[src/pkg/tmr_pkg.sv]
package tmr_pkg;
  // register byte addresses on the apb bus
  localparam logic [11:0] ADDR_CONTROL  = 12'h000;
  localparam logic [11:0] ADDR_LOW      = 12'h004;
  localparam logic [11:0] ADDR_HIGH     = 12'h008;
  localparam logic [11:0] ADDR_IRQ_CTRL = 12'h00c;
  localparam logic [11:0] ADDR_STATUS   = 12'h010;
  localparam logic [11:0] ADDR_MASK     = 12'h014;
  localparam logic [11:0] ADDR_SLEEP    = 12'h018;

  // timer_control fields
  localparam int BIT_ON     = 7;
  localparam int BIT_WIDTH8 = 6;
  localparam int BIT_SRC    = 5;
  localparam int BIT_EDGE   = 4;
  localparam int BIT_BYPASS = 3;
  localparam int PS_LSB     = 0;
  localparam int PS_W       = 3;

  // interrupt_control fields
  localparam int BIT_IRQ_EN = 5;
  localparam int BIT_OVF    = 2;

  // status / mask layout
  localparam int ST_OVF  = 0;
  localparam int ST_WRAP = 1;
  localparam int ST_W    = 2;

  localparam logic [7:0] CONTROL_RESET = 8'hff;
  localparam logic [7:0] HIGH_RESET    = 8'h00;
  localparam logic [7:0] LOW_RESET     = 8'h00;

  localparam int INHIBIT_CYCLES = 2;
endpackage : tmr_pkg

[src/prescaled_timer.sv]
// Register access over APB and the placing of the registers were decided locally.
`timescale 1ns/10ps
// Operation
// - count_on bit lets the counter run
// - width_select set means 8-bit counting
// - clock_source_select picks count_pin or cycles
// - edge_select set counts falling pin edges
// - prescaler_bypass routes input around prescaler
// - prescale_ratio divides by two to 256
// - timer mode bypassed counts every cycle
// - counter write inhibits two following cycles
// - count_pin is synchronised before edge detection
// - prescaler count is hidden from software
// - counter write clears assigned prescaler count
// - assignment may change while running
// - wrap to zero sets overflow_flag
// - enable bit masks flag request; software clears
// - sleep stops the counter
// - low byte read captures high byte in 16-bit mode
// - low byte write loads high byte in 16-bit mode
// - high address reaches only the buffer
module prescaled_timer (
  input  wire logic        pclk,
  input  wire logic        presetn,
  input  wire logic        psel,
  input  wire logic        penable,
  input  wire logic        pwrite,
  input  wire logic [11:0] paddr,
  input  wire logic [31:0] pwdata,
  output logic      [31:0] prdata,
  output logic             pready,
  output logic             pslverr,
  input  wire logic        count_pin,
  input  wire logic        sleep_req,
  output logic             irq
);

  typedef struct packed {
    logic [7:0]  control;
    logic [15:0] count;
    logic [7:0]  high_buf;
    logic        ovf;
    logic        irq_en;
    logic [tmr_pkg::ST_W-1:0] status;
    logic [tmr_pkg::ST_W-1:0] mask;
    logic        sleep_sw;
    logic [7:0]  pre;
    logic [1:0]  inhibit;
    logic        pin_s1;
    logic        pin_s2;
    logic        pin_s3;
    logic [31:0] rdata;
    logic        ready;
    logic        err;
    logic        irq;
  } state_t;

  state_t s_q;
  state_t s_d;

  // low prescaler bits that must all be ones before the next event ticks the counter
  function automatic logic [7:0] ratio_mask(input logic [2:0] code);
    logic [7:0] m;
    begin
      case (code)
        3'h0:    m = 8'h01;
        3'h1:    m = 8'h03;
        3'h2:    m = 8'h07;
        3'h3:    m = 8'h0f;
        3'h4:    m = 8'h1f;
        3'h5:    m = 8'h3f;
        3'h6:    m = 8'h7f;
        3'h7:    m = 8'hff;
        default: m = 8'hff;
      endcase
      ratio_mask = m;
    end
  endfunction : ratio_mask

  // a tick lands on every 2^(code+1)-th qualified event
  function automatic logic prescale_hit(input logic [7:0] pre, input logic [2:0] code);
    logic [7:0] m;
    begin
      m            = ratio_mask(code);
      prescale_hit = ((pre & m) == m);
    end
  endfunction : prescale_hit

  // only the two older synchroniser stages feed the detector
  function automatic logic edge_seen(input logic older, input logic newer, input logic falling);
    logic rise;
    logic fall;
    begin
      rise = !older && newer;
      fall = older && !newer;
      if (falling) begin
        edge_seen = fall;
      end else begin
        edge_seen = rise;
      end
    end
  endfunction : edge_seen

  // in 8-bit mode the high byte is frozen, so the low byte carry is dropped
  function automatic logic [15:0] bump_count(input logic [15:0] cnt, input logic eight);
    logic [7:0] lo;
    begin
      lo = cnt[7:0] + 8'h01;
      if (eight) begin
        bump_count = {cnt[15:8], lo};
      end else begin
        bump_count = cnt + 16'h0001;
      end
    end
  endfunction : bump_count

  // wrap is judged on the count before the increment
  function automatic logic wrap_seen(input logic [15:0] cnt, input logic eight);
    begin
      if (eight) begin
        wrap_seen = (cnt[7:0] == 8'hff);
      end else begin
        wrap_seen = (cnt == 16'hffff);
      end
    end
  endfunction : wrap_seen

  // the inhibit window only drains; a counter write reloads it
  function automatic logic [1:0] next_inhibit(input logic [1:0] inh);
    begin
      if (inh != 2'h0) begin
        next_inhibit = inh - 2'h1;
      end else begin
        next_inhibit = inh;
      end
    end
  endfunction : next_inhibit

  // anything off this list answers with an error and reads zero
  function automatic logic reg_mapped(input logic [11:0] addr);
    logic hit;
    begin
      case (addr)
        tmr_pkg::ADDR_CONTROL:  hit = 1'b1;
        tmr_pkg::ADDR_LOW:      hit = 1'b1;
        tmr_pkg::ADDR_HIGH:     hit = 1'b1;
        tmr_pkg::ADDR_IRQ_CTRL: hit = 1'b1;
        tmr_pkg::ADDR_STATUS:   hit = 1'b1;
        tmr_pkg::ADDR_MASK:     hit = 1'b1;
        tmr_pkg::ADDR_SLEEP:    hit = 1'b1;
        default:                hit = 1'b0;
      endcase
      reg_mapped = hit;
    end
  endfunction : reg_mapped

  // the live high byte has no read path; the high address returns the buffer
  function automatic logic [31:0] read_word(input logic [11:0] addr, input state_t st);
    logic [31:0] v;
    begin
      v = 32'h0000_0000;
      case (addr)
        tmr_pkg::ADDR_CONTROL: begin
          v[7:0] = st.control;
        end
        tmr_pkg::ADDR_LOW: begin
          v[7:0] = st.count[7:0];
        end
        tmr_pkg::ADDR_HIGH: begin
          v[7:0] = st.high_buf;
        end
        tmr_pkg::ADDR_IRQ_CTRL: begin
          v[tmr_pkg::BIT_IRQ_EN] = st.irq_en;
          v[tmr_pkg::BIT_OVF]    = st.ovf;
        end
        tmr_pkg::ADDR_STATUS: begin
          v[tmr_pkg::ST_W-1:0] = st.status;
        end
        tmr_pkg::ADDR_MASK: begin
          v[tmr_pkg::ST_W-1:0] = st.mask;
        end
        tmr_pkg::ADDR_SLEEP: begin
          v[0] = st.sleep_sw;
        end
        default: begin
          v = 32'h0000_0000;
        end
      endcase
      read_word = v;
    end
  endfunction : read_word

  // s is the next state built so far; cur is the registered state the conditions read
  function automatic state_t apply_write(input state_t s, input state_t cur, input logic [11:0] addr,
                                         input logic [31:0] data);
    state_t n;
    begin
      n = s;
      case (addr)
        tmr_pkg::ADDR_CONTROL: begin
          n.control = data[7:0];
        end
        tmr_pkg::ADDR_LOW: begin
          n.count[7:0] = data[7:0];
          if (!cur.control[tmr_pkg::BIT_WIDTH8]) begin
            n.count[15:8] = cur.high_buf;
          end
          n.inhibit = 2'(tmr_pkg::INHIBIT_CYCLES);
          if (!cur.control[tmr_pkg::BIT_BYPASS]) begin
            n.pre = 8'h00;
          end
        end
        tmr_pkg::ADDR_HIGH: begin
          n.high_buf = data[7:0];
        end
        tmr_pkg::ADDR_IRQ_CTRL: begin
          n.irq_en = data[tmr_pkg::BIT_IRQ_EN];
          n.ovf    = data[tmr_pkg::BIT_OVF];
        end
        tmr_pkg::ADDR_MASK: begin
          n.mask = data[tmr_pkg::ST_W-1:0];
        end
        tmr_pkg::ADDR_SLEEP: begin
          n.sleep_sw = data[0];
        end
        default: begin
          n = s;
        end
      endcase
      apply_write = n;
    end
  endfunction : apply_write

  // reading status clears it; a hardware set applied later still wins
  function automatic state_t apply_read(input state_t s, input state_t cur, input logic [11:0] addr);
    state_t n;
    begin
      n = s;
      if (addr == tmr_pkg::ADDR_STATUS) begin
        n.status = '0;
      end
      if (addr == tmr_pkg::ADDR_LOW && !cur.control[tmr_pkg::BIT_WIDTH8]) begin
        n.high_buf = cur.count[15:8];
      end
      apply_read = n;
    end
  endfunction : apply_read

  // hardware sets come last so they beat a same-cycle clear or flag write
  function automatic state_t apply_wrap(input state_t s, input logic irq_on);
    state_t n;
    begin
      n                         = s;
      n.ovf                     = 1'b1;
      n.status[tmr_pkg::ST_OVF] = 1'b1;
      if (irq_on) begin
        n.status[tmr_pkg::ST_WRAP] = 1'b1;
      end
      apply_wrap = n;
    end
  endfunction : apply_wrap

  // the enable masks the flag path only; the status path has its own mask
  function automatic logic irq_level(input state_t st);
    logic flag_req;
    logic stat_req;
    begin
      flag_req  = st.ovf && st.irq_en;
      stat_req  = |(st.status & st.mask);
      irq_level = flag_req || stat_req;
    end
  endfunction : irq_level

  logic        access;
  logic        wr;
  logic        rd;
  logic        pin_edge;
  logic        event_in;
  logic        tick;
  logic        wrapped;
  logic        run;
  logic [15:0] next_count;
  logic [31:0] rd_val;
  logic        known;
  logic [2:0]  ps_code;
  logic        eight_bit;
  logic        from_pin;
  logic        bypass;
  logic        fall_edge;
  logic        enabled;
  logic        asleep;
  logic        inhibited;

  always_comb begin
    s_d        = s_q;
    access     = psel && penable && !s_q.ready;
    wr         = access && pwrite;
    rd         = access && !pwrite;
    known      = 1'b1;
    rd_val     = 32'h0000_0000;
    tick       = 1'b0;
    wrapped    = 1'b0;
    next_count = s_q.count;

    // first stage only feeds the second
    s_d.pin_s1 = count_pin;
    s_d.pin_s2 = s_q.pin_s1;
    s_d.pin_s3 = s_q.pin_s2;
    // control fields decoded once from the registered copy
    ps_code   = s_q.control[tmr_pkg::PS_LSB +: tmr_pkg::PS_W];
    eight_bit = s_q.control[tmr_pkg::BIT_WIDTH8];
    from_pin  = s_q.control[tmr_pkg::BIT_SRC];
    bypass    = s_q.control[tmr_pkg::BIT_BYPASS];
    fall_edge = s_q.control[tmr_pkg::BIT_EDGE];
    enabled   = s_q.control[tmr_pkg::BIT_ON];
    asleep    = sleep_req || s_q.sleep_sw;
    inhibited = (s_q.inhibit != 2'h0);

    pin_edge = edge_seen(s_q.pin_s3, s_q.pin_s2, fall_edge);
    event_in = from_pin ? pin_edge : 1'b1;
    run      = enabled && !asleep && !inhibited;

    s_d.inhibit = next_inhibit(s_q.inhibit);

    // bypass is sampled live every cycle so reassignment needs no sequence
    if (run && event_in) begin
      if (bypass) begin
        tick = 1'b1;
      end else begin
        s_d.pre = s_q.pre + 8'h01;
        if (prescale_hit(s_q.pre, ps_code)) begin
          tick = 1'b1;
        end
      end
    end

    // tick and wrap are judged on the registered count
    if (tick) begin
      next_count = bump_count(s_q.count, eight_bit);
      wrapped    = wrap_seen(s_q.count, eight_bit);
      s_d.count  = next_count;
    end

    known  = reg_mapped(paddr);
    rd_val = read_word(paddr, s_q);

    // read and write strobes never fall in one cycle
    if (wr) begin
      s_d = apply_write(s_d, s_q, paddr, pwdata);
    end
    if (rd) begin
      s_d = apply_read(s_d, s_q, paddr);
    end

    if (wrapped) begin
      s_d = apply_wrap(s_d, s_q.irq_en);
    end

    s_d.ready = access;
    s_d.err   = access && !known;
    s_d.rdata = (rd && known) ? rd_val : 32'h0000_0000;
    s_d.irq   = irq_level(s_d);
  end

  always_ff @(posedge pclk or negedge presetn) begin
    if (!presetn) begin
      s_q          <= '0;
      s_q.control  <= tmr_pkg::CONTROL_RESET;
      s_q.high_buf <= tmr_pkg::HIGH_RESET;
      s_q.count    <= {tmr_pkg::HIGH_RESET, tmr_pkg::LOW_RESET};
    end else begin
      s_q <= s_d;
    end
  end

  assign prdata  = s_q.rdata;
  assign pready  = s_q.ready;
  assign pslverr = s_q.err;
  assign irq     = s_q.irq;

endmodule : prescaled_timer

[config.mk]
export PLATFORM = sky130hd
export DESIGN_NAME = prescaled_timer
export DESIGN_NICKNAME = d
export VERILOG_FILES = /design/src/pkg/tmr_pkg.sv /design/src/prescaled_timer.sv
export SDC_FILE = /design/constraint.sdc
export NUM_CORES = 1
export LEC_CHECK = 0
export BUFFER_PORTS_ARGS = -buffer_cell sky130_fd_sc_hd__buf_2
export CORE_MARGIN = 8
export CORE_UTILIZATION = 40
export DETAILED_ROUTE_END_ITERATION = 6
export SLEW_MARGIN = 5
export SYNTH_ARGS = -nofsm -noshare
export SYNTH_HDL_FRONTEND = slang
export SYNTH_SLANG_ARGS = --single-unit
[constraint.sdc]
create_clock -name pclk -period 5.5 [get_ports pclk]
set_clock_uncertainty 0.05 [all_clocks]
set_input_delay 0.275 -clock pclk [delete_from_list [all_inputs] [get_ports pclk]]
set_output_delay 0.275 -clock pclk [all_outputs]
set_load 0.02 [all_outputs]
* After elaboration in Yosys (flattened, before gate mapping)
Memories as Yosys holds them, arrays and structs flattened.
Index checks and enable logic that the tools add are counted.
Widths: inputs -> output; s select.
** Storage, ports and cells
- Output and inout port bits :: 35
- Bits in registers :: 63
- Memories kept :: 1
- Bits in read-only memories :: 56
** Cells by class
- Bitwise operators :: 2
- Reduce and logical (&&, ||, !) cells :: 27
- $add $sub $neg :: 4
- Eq/ne operators :: 9
- Multiplexer cells :: 37
** Memories
- (name not given) :: depth 8, width 7, rd ports 1, clocked after Yosys merged registers in 0, wr ports 0, RTL line prescaled_timer.sv:65 : case (code)
** Operators by type and width (count)
- $mux 87 :: 1
- $mux 8 :: 10
- $mux 63 :: 1
- $mux 55 :: 1
- $mux 16 :: 3
- $eq 12x5->1 const B :: 3
- $eq 12x4->1 const B :: 2
- $add 16x1->16 const B :: 1
- $add 8x1->8 const B :: 2
- $eq 16x16->1 const B :: 1
- $logic_and 1x1->1 :: 13
- $eq 12x3->1 const B :: 1
- $logic_not 12->1 :: 1
- $pmux 2 s3 :: 2
- $mux 1 :: 10
- $mux 10 :: 1
- $and 8x8->8 :: 1
- $eq 8x8->1 :: 1
- $eq 8x8->1 const B :: 1
- $logic_not 1->1 :: 8
- $mux 2 :: 4
- $pmux 1 s4 :: 2
- $reduce_or 7->1 :: 1
- $pmux 1 s6 :: 1
- other kinds (6) :: 7

* Depth between registers and ports, before layout
Gate-level depths: netlist (run 1).
- Depth in word-level cells :: 22
- Gate-level depth with buffers :: 8
- Mapped depth without buffers :: 7

* Worst setup path after synthesis (run 1)
No wires, ideal clock.
- Path type :: reg-to-reg
- Start point :: register s_q, in the netlist pready
- End point :: register s_q, in the netlist irq
- Buffers on the path :: 0
- Required time :: 5.324 ns
- Path slack :: 3.351 ns
- Arrival time :: 1.973 ns
- Stages on the path, launching flop included :: 8
- Period minus slack after synthesis :: 2.149 ns
- Path through :: dfrtp_1 nand3b_1 inv_1 nand4_1 nor2_1 mux2_2 a21boi_0 a221o_1
** RTL lines
- from (decl) :: RTL line prescaled_timer.sv:58 : state_t s_q;

==> results of run 1 <==
-- worst max-delay path: cells and delay by family (launching register included) --
| family | cells | cell delay [ps] |
|---|---|---|
| compound gates | 1 | 270 |
| buf+inv | 1 | 170 |
| flops | 1 | 380 |
| simple gates | 5 | 1610 |
-- metal layers --
| metal | up-vias | GRT usage |
|---|---|---|
| li1 | 1368 | - |
| met1 | 1464 | 0.2017 |
| met2 | 95 | 0.2290 |
| met5 | - | 0 |
| met3 | 9 | 0.04600 |
| met4 | 0 | 0.04923 |
-- layout make-up --
class                           instances  share of cell area
Timing Repair Buffer                   40             0.05245
Tap cell                              111             0.03465
Multi-Input combinational cell        288              0.4605
Sequential cell                        63              0.3959
Clock buffer                            9             0.03091
Inverter                                4            0.003746
Clock inverter                          7             0.02185
-- path summary, 6_finish.rpt --
kind                                 from         to  slack, ps
worst max-delay path               pready       flop       2890
max in group asynchronous         presetn    s_q[61]       4820
worst max register to register     pready       flop       2890
worst min-delay path              presetn  prdata[1]         40
min in group pclk               pwdata[6]    s_q[69]        120
worst min register to register    s_q[37]    s_q[36]        310
-- stage by stage --
step             util  std cells  worst slack, ps  power, mW
3_5_place_dp   0.4177        505             2894     0.5317
4_1_cts        0.4421        522             2881     0.9693
5_1_grt        0.4421        522             2687     0.9944
2_1_floorplan       -        404             3351     0.5182
3_3_place_gp   0.4177        505             2939     0.5314
6_report       0.4421        522             2893     0.9562
-- cells by family (layout without fill, tap and decap cells) --
| group | Yosys count | in the layout | synth area share |
|---|---|---|---|
| AO/OA/AOI/OAI | 58 | 58 | 0.09813 |
| buffers and inverters | 53 | 60 | 0.09131 |
| multiplexers | 37 | 37 | 0.1155 |
| AND/OR/NAND/NOR | 158 | 158 | 0.2327 |
| flip-flops | 63 | 63 | 0.4320 |
| XOR/XNOR | 8 | 8 | 0.01908 |
| other | 1 | 24 | 0.001021 |
| adder cells (fa/ha/maj) | 3 | 3 | 0.01022 |
-- repair_timing --
| action | in CTS | in global routing |
|---|---|---|
| resized for setup | 0 | 0 |
| hold buffers | 1 | 0 |
| hold endpoints to repair | 1 | 0 |
| setup buffers | 0 | 0 |
-- synth_stat cells (all sizes together), types with 3 or more instances --
cell type / n
and2: 4
nor3b: 3
a21oi: 7
mux2i: 21
and3: 5
nand4b: 4
buf: 40
clkbuf: 9
dfstp: 8
inv: 4
nand4: 11
o21ai: 30
xor2: 5
dfrtp: 55
nor3: 7
nand2: 46
mux4: 3
nor2: 30
mux2: 13
nor2b: 4
nand3: 17
xnor2: 3
nand2b: 7
ha: 3
nor4: 8
-- report_power, final --
part	leakage, nW	total, mW	internal (mW)	switching [mW]
clock network	0.109	0.433	0.252	0.181
registers	0.832	0.467	0.466	0.00137
logic	0.848	0.0563	0.0139	0.0424
total	1.79	0.956	0.731	0.225
==> out/qor.yml, run 1 <==
status: "completed"
synth_area_leader_cell: "dfrtp_1"
drc: 0
netlist_top_cells_area: "dfrtp_1 (37%), buf_4 (6.5%), dfstp_2 (5.7%)"
worst_path_max_delay_cell: "nor2_1"
maxCapViolCount: 0
hpwlAfterDp_mm: 6.545
fin_nets: 460
postRouteWirelength_mm: 9.132
fillers: 882
r2r_cells: 7
vias: 2936
dieArea_sq_um: 12500
met1_length_mm: 4.141
cts_buffers: 9
rsz0062_at_grt: "no"
coreArea_sq_um: 9065
critical-path-max-stage-delay_ps: 780
drtPass1Iterations: 5
synthToLayoutAreaGrowth_pct: 9.131
via_per_inst: 5.625
cts_root_buf: "clkbuf_8"
die_x_um: 111.8
cp_max_fo: 13
powerDensity_nw_per_um2: 238.6
register_area_sq_um: 1587
grt_antenna_before_repair: 0
tns_ps: 0
grt_pass1_wl_mm: 15.15
yosysWarnings: 0
post-route-period-util: 0.4739
highest_layer: "met4"
hold_viol: 0
synth_ff_type: "dfrtp_1"
avgSynthCellArea_sq_um: 9.639
cp_data_arrival_time_ps: 2780
start_kind: "flop"
crit_path_end_kind: "flop"
wl_met3_um: 630
globalRouteOverflowTotal: 0
multi_input_area_sq_um: 1846
slew_headroom: 0.4058
crit_required_ps: 5670
ys_ff_latch: 63
finalCriticalPeriod_ps: 2607
htree_levels: 3
crit_type: "flop to flop"
dieHeight_um: 111.8
drt_iter0_markers: 179
leakage_nw: 1.789
fmax_ghz: 0.3836
synth_edf_count: 0
wl_met2_mm: 4.253
async_flop_share: 1.000
grt_pass1_vias: 2813
syn_area_sq_um: 3672
fin_area_sq_um: 4008
place_area_sq_um: 3786
setup_viol: 0
worstSkewPairLatency_ps: 340
wl_per_cell_um: 17.49
worstMarginPinSlew_ps: 888.0
peakVddDrop_uv: 110.6
report.final.slew_viol_count: 0
clk_pin_slew_worst_paths_ps: 70
io_pins: 86
cts_sinks: 63
synth_top_area_frac: 0.3748
grt_max_degree: 64
io_buffers: 37
drive_gt1_frac: 0.2238
ys_seq_area_frac: 0.4320
most-common-layout-cells: "dfrtp_1 (55), nand2_1 (46), buf_2 (37), o21ai_0 (29), nor2_1 (28)"
holdWs_ps: 44.22
layout_commonest_cell: "dfrtp_1"
clock_path_buffers: 2
syn_inst: 381
drtAntennaViolNets: 0
gp_congestion: 0.8590
tritoncts: "done"
gr-usage-all-layers: 0.1516
rows: 35
crit_chain: "nand3b_1 > inv_1 > nand4_1 > nor2_1 > nor3b_1 > a211oi_1 > nor3_1"
worst_hold_path_type: "input pin to async pin"
ys_types: 61
diodes: 0
initial_core_util: 0.4051
Note: power is estimated with default switching activity, not from simulation.
==> run 2, diff against run 1 <==
Clock period 5.5 ns to 2.6 ns, I/O delays scaled along.
==> run 2 against run 1 <==
  * Critical path depth did not move
  * Clock power rose by 140%
  * Count of clock-buffer cells in the layout is the same
  * Via count is 0.14% higher
  * Maximum frequency rose by 13%
  * Cell area rose by 5.5%
  * Total power rose by 130%
  * Routed wire length up 1.1%
  * Worst hold slack got worse by 35 ps
  * Die area is the same
==> out/qor.yml, run 2 (same netlist as run 1, synthesis figures left out) <==
initial_core_util: 0.4051  # unchanged
min_from: "pwdata[2]"
worst_hold_path_type: "input pin to flop"  # was input pin to async pin
drc: 0  # unchanged
rows: 35  # unchanged
hold_depth: 3
synthToLayoutAreaGrowth_pct: 15.09  # was 9.131%
setup_viol: 0  # unchanged
slew_headroom: 0.5127  # was 0.4058
drtAntennaViolNets: 0  # unchanged
worstMarginPinSlew_ps: 731.0  # was 888.0 ps
crit_buf_inv: 1  # unchanged
r2r_cells: 7  # unchanged
grt_pass1_wl_mm: 15.34  # was 15.15 mm
cp_data_arrival_time_ps: 2550  # was 2780 ps
grt_max_degree: 35  # was 64
reg2reg_slack_ps: 290  # was 2890 ps
sequentialPowerShare: 0.457  # was 0.489
wl_per_cell_um: 17.01  # was 17.49 um
via_per_inst: 5.414  # was 5.625
grt_antenna_before_repair: 0  # unchanged
crit_type: "flop to flop"  # unchanged
swShare: 0.2311  # was 0.2351
die_x_um: 111.8  # unchanged
r2r-start: "s_q[42]"  # was pready
fmax_ghz: 0.4323  # was 0.3836 GHz
worst_path_max_delay_cell: "or4_1"  # was nor2_1
globalRouteOverflowTotal: 0  # unchanged
clk_pin_slew_worst_paths_ps: 80  # was 70 ps
dieHeight_um: 111.8  # unchanged
cpLargestDelayFamily: "simple AND/OR/NAND/NOR gates"  # unchanged
vias: 2940  # was 2936
cts_root_buf: "clkbuf_8"  # unchanged
powerDensity_nw_per_um2: 511.7  # was 238.6 nW/um^2
crit_required_ps: 2830  # was 5670 ps
cts_setup_buffers: 0  # unchanged
layout_commonest_cell: "dfrtp_1"  # unchanged
crit_chain: "nor3b_1 > o311a_1 > a311o_1 > buf_4 > nand4b_1 > or4_1 > nand3_1"  # was nand3b_1 > inv_1 > nand4_1 > nor2_1 > nor3b_1 > a211oi_1 > nor3_1
post-route-period-util: 0.8897  # was 0.4739
tritoncts: "done"  # unchanged
power_switching_mw: 0.4999  # was 0.2248 mW
hold_end: "ps_code[2]"
coreArea_sq_um: 9065  # unchanged
start_kind: "flop"  # unchanged
drt_iter0_markers: 208  # was 179
crit_path_end_kind: "flop"  # unchanged
fin_nets: 481  # was 460
maxCapViolCount: 0  # unchanged
diodes: 0  # unchanged
cp_max_fo: 8  # was 13
drive_gt1_frac: 0.2477  # was 0.2238
critical-path-max-stage-delay_ps: 520  # was 780 ps
grt_pass1_vias: 2857  # was 2813
report.final.slew_viol_count: 0  # unchanged
tns_ps: 0  # unchanged
rsz0062_at_grt: "no"  # unchanged
pwr-share-comb: 0.062  # was 0.059
intPower_mw: 1.663  # was 0.7313 mW
clock_path_buffers: 2  # unchanged
hpwlAfterDp_mm: 6.745  # was 6.545 mm
leakage_nw: 1.900  # was 1.789 nW
cts_buffers: 9  # unchanged
io_pins: 86  # unchanged
hold_viol: 0  # unchanged
io_buffers: 37  # unchanged
pwr-share-clk: 0.482  # was 0.452
gp_congestion: 0.9115  # was 0.8590
worstSkewPairLatency_ps: 340  # about the same
holdWs_ps: 9.214  # was 44.22 ps
status: "completed"  # unchanged
gr-usage-all-layers: 0.1526  # was 0.1516
htree_levels: 3  # unchanged
finalCriticalPeriod_ps: 2313  # was 2607 ps
dieArea_sq_um: 12500  # unchanged
peakVddDrop_uv: 328.1  # was 110.6 uV
most-common-layout-cells: "dfrtp_1 (55), nand2_1 (46), buf_2 (37), o21ai_0 (29), nor2_1 (28)"  # unchanged
cts_sinks: 63  # unchanged
postRouteWirelength_mm: 9.237  # was 9.132 mm
drtPass1Iterations: 4  # was 5
-- run 2: changes by cell type in the layout (fill, tap and decap cells not counted), sizes merged --
cell | previous run | this run
bufinv | 2 | 3
clkinvlp | 1 | 3
clkinv | 4 | 1
buf | 39 | 54
dlygate4sd3 | 1 | 7
-- run 2: worst max path at each step --
| stage | start | to | slack [ps] | cells after the start |
|---|---|---|---|---|
| global route | s_q[42] | flop | 110 | 7 |
| global placement | ps_code[0] | s_q[71] | 390 | 6 |
| CTS | s_q[42] | flop | 270 | 7 |
| finish | s_q[42] | flop | 290 | 7 |
| floorplan | pready | irq | 450 | 7 |
| detailed placement | s_q[42] | flop | 340 | 7 |
-- run 2: metal layers --
metal,global-route usage,share of wire
met5,0,0
met4,0.04467,0.0088
met3,0.04383,0.071
met2,0.2371,0.47
met1,0.2010,0.45
-- run 2: layout make-up --
type / count / area [sq um]
clock buffer: 9 / 123.9
timing repair buffer: 61 / 395.4
clock inverter: 7 / 121.4
sequential: 63 / 1587
multi-input combinational: 288 / 1846
fill: 865 / 4838
inverter: 4 / 15.01
tap: 111 / 138.9
-- run 2: power groups by stage --
stage | registers (mW) | clock network (mW) | logic [mW]
floorplan | 1.01 | 0 | 0.0881
global placement | 1.01 | 0 | 0.124
detailed placement | 1.01 | 0 | 0.125
CTS | 0.988 | 1.06 | 0.134
global route | 0.988 | 1.11 | 0.146
finish | 0.988 | 1.04 | 0.133
-- run 2: what timing repair did --
action                    CTS  global route
hold endpoints to repair   34             0
gates resized for setup     0             0
hold buffers                7             0
-- run 2: worst register-to-register path, cell delays in order (launching register included) --
cell,delay (ps)
dfrtp_1,420
nor3b_1,240
o311a_1,200
a311o_1,340
buf_4,220
nand4b_1,180
or4_1,520
nand3_1,90
-- run 2: per-stage QoR --
stage | utilization | worst slack [ps] | std cells | area (sq um) | power (mW)
after CTS | 0.4663 | 267.1 | 543 | 4227 | 2.186
after global placement | 0.4315 | 386.1 | 520 | 3911 | 1.130
after detailed placement | 0.4315 | 343.2 | 520 | 3911 | 1.131
after global routing | 0.4663 | 109.1 | 543 | 4227 | 2.247
after floorplan | - | 451.3 | 404 | 3759 | 1.096
final | 0.4663 | 286.7 | 543 | 4227 | 2.163
==> run 3, diff against run 2 <==
Settings changed: CAP_MARGIN set to 25, CORE_UTILIZATION 40 to 30.
==> run 3 against run 2 <==
  * Via count is 0.27% higher
  * Sequential power hardly changed
  * Flip-flop and latch count stayed put
  * Critical path type unchanged
==> out/qor.yml, run 3 (same netlist as run 1, synthesis figures left out) <==
status: "completed"  # unchanged
power_switching_mw: 0.5455  # was 0.4999 mW
cpLargestDelayFamily: "simple AND/OR/NAND/NOR gates"  # unchanged
layout.cells.non_filler: 577  # was 543
worst_hold_path_type: "input pin to flop"  # unchanged
vias: 2948  # was 2940
crit_chain: "nor4_1 > nand2_1 > nor4_2 > and3_1 > nor4b_1 > nor3_1"  # was nor3b_1 > o311a_1 > a311o_1 > buf_4 > nand4b_1 > or4_1 > nand3_1
fin_area_sq_um: 4347  # was 4227 sq um
layout_commonest_cell: "dfrtp_1"  # unchanged
clock_path_buffers: 2  # unchanged
clk_pin_slew_worst_paths_ps: 50  # was 80 ps
report.final.slew_viol_count: 0  # unchanged
cts_sinks: 63  # unchanged
cp_max_fo: 7  # was 8
ctsResizeCount: 0  # unchanged
hold_viol: 0  # unchanged
drt_iter0_markers: 139  # was 208
pwr-share-clk: 0.553  # was 0.482
worstSkewPairLatency_ps: 330  # was 340 ps
maxCapViolCount: 0  # unchanged
io_buffers: 37  # unchanged
fin_nets: 479  # was 481
leakage_nw: 1.947  # was 1.900 nW
peakVddDrop_uv: 342.8  # was 328.1 uV
worstMarginPinSlew_ps: 745.9  # was 731.0 ps
grt_pass1_wl_mm: 15.63  # was 15.34 mm
io_pins: 86  # unchanged
dieArea_sq_um: 16040  # was 12500 sq um
dp_cells: 558  # was 520
via_per_inst: 5.109  # was 5.414
tns_ps: 0  # unchanged
fillers: 1169  # was 865
gp_congestion: 0.8295  # was 0.9115
rsz0062_at_grt: "no"  # unchanged
crit_required_ps: 2750  # was 2830 ps
multi_input_area_sq_um: 1846  # unchanged
sequentialPowerShare: 0.395  # was 0.457
post-route-period-util: 0.9229  # was 0.8897
drtPass1Iterations: 4  # unchanged
powerDensity_nw_per_um2: 576.8  # was 511.7 nW/um^2
htree_levels: 3  # unchanged
drc: 0  # unchanged
critical-path-max-stage-delay_ps: 480  # was 520 ps
cp_data_arrival_time_ps: 2550  # about the same
postRouteWirelength_mm: 9.562  # was 9.237 mm
most-common-layout-cells: "dfrtp_1 (55), nand2_1 (46), buf_2 (37), o21ai_0 (29), nor2_1 (28)"  # unchanged
setup_viol: 0  # unchanged
crit_path_end_kind: "flop"  # unchanged
grt_pass1_vias: 2927  # was 2857
initial_core_util: 0.3070  # was 0.4051
finalCriticalPeriod_ps: 2400  # was 2313 ps
coreArea_sq_um: 11960  # was 9065 sq um
pwr-share-comb: 0.052  # was 0.062
grt_antenna_before_repair: 0  # unchanged
diodes: 0  # unchanged
die_x_um: 126.6  # was 111.8 um
place_area_sq_um: 3971  # was 3911 sq um
dieHeight_um: 126.6  # was 111.8 um
swShare: 0.2176  # was 0.2311
hpwlAfterDp_mm: 7.067  # was 6.745 mm
rows: 40  # was 35
fmax_ghz: 0.4167  # was 0.4323 GHz
gr-usage-all-layers: 0.1227  # was 0.1526
cts_buffers: 9  # unchanged
slew_headroom: 0.5027  # was 0.5127
globalRouteOverflowTotal: 0  # unchanged
drive_gt1_frac: 0.2535  # was 0.2477
intPower_mw: 1.962  # was 1.663 mW
register_area_sq_um: 1587  # unchanged
cts_root_buf: "clkbuf_16"  # was clkbuf_8
wl_per_cell_um: 16.57  # was 17.01 um
drtAntennaViolNets: 0  # unchanged
holdWs_ps: 18.58  # was 9.214 ps
start_kind: "flop"  # unchanged
crit_buf_inv: 0  # was 1
worst_path_max_delay_cell: "nor4_1"  # was or4_1
crit_type: "flop to flop"  # unchanged
grt_max_degree: 33  # was 35
synthToLayoutAreaGrowth_pct: 18.36  # was 15.09%
tritoncts: "done"  # unchanged
==> run 3: power by group through the flow <==
stage | sequential (mW) | clock, mW | combinational, mW
after floorplan | 1.01 | 0 | 0.0881
after global placement | 1.01 | 0 | 0.125
after detailed placement | 1.01 | 0 | 0.127
after CTS | 0.990 | 1.41 | 0.131
after global routing | 0.990 | 1.45 | 0.144
final | 0.990 | 1.39 | 0.131
==> run 3: area by class of cell <==
class | count | area share
inverter | 4 | 0.003454
timing repair buffer | 59 | 0.08520
clock inverter | 7 | 0.02763
multi-input combinational | 288 | 0.4246
tap | 147 | 0.04231
sequential | 63 | 0.3650
clock buffer | 9 | 0.05181
==> run 3: final timing paths <==
| path | startpoint | to | slack, ps | depth (start not counted) |
|---|---|---|---|---|
| min | pwrite | prdata[0] | 20 | 2 |
| max in group asynchronous | presetn | eight_bit | 1440 | 3 |
| min reg2reg | s_q[37] | s_q[36] | 310 | 0 |
| max reg2reg | s_q[48] | s_q[71] | 200 | 6 |
| min in group asynchronous | presetn | s_q[43] | 370 | 2 |
| max | s_q[48] | s_q[71] | 200 | 6 |
==> run 3: what timing repair did <==
item | in CTS | in global routing
hold endpoints to repair | 27 | 0
hold buffers | 3 | 0
endpoints found under the setup margin | 0 | 0
setup buffers | 0 | 0
==> run 3: metrics by stage <==
| stage | utilization | power [mW] | worst slack [ps] |
|---|---|---|---|
| finish | 0.3634 | 2.507 | 200.4 |
| global route | 0.3634 | 2.587 | 37.94 |
| CTS | 0.3634 | 2.532 | 247.6 |
| detailed placement | 0.3320 | 1.134 | 275.0 |
| global placement | 0.3320 | 1.132 | 241.0 |
| floorplan | - | 1.096 | 451.3 |
==> run 3: routing by layer <==
metal,up-vias,track usage,routed length [um]
met5,-,0,0
met4,0,0.03892,73
met3,8,0.03770,662
met2,88,0.1991,4640
met1,1448,0.1523,4185
li1,1404,-,-
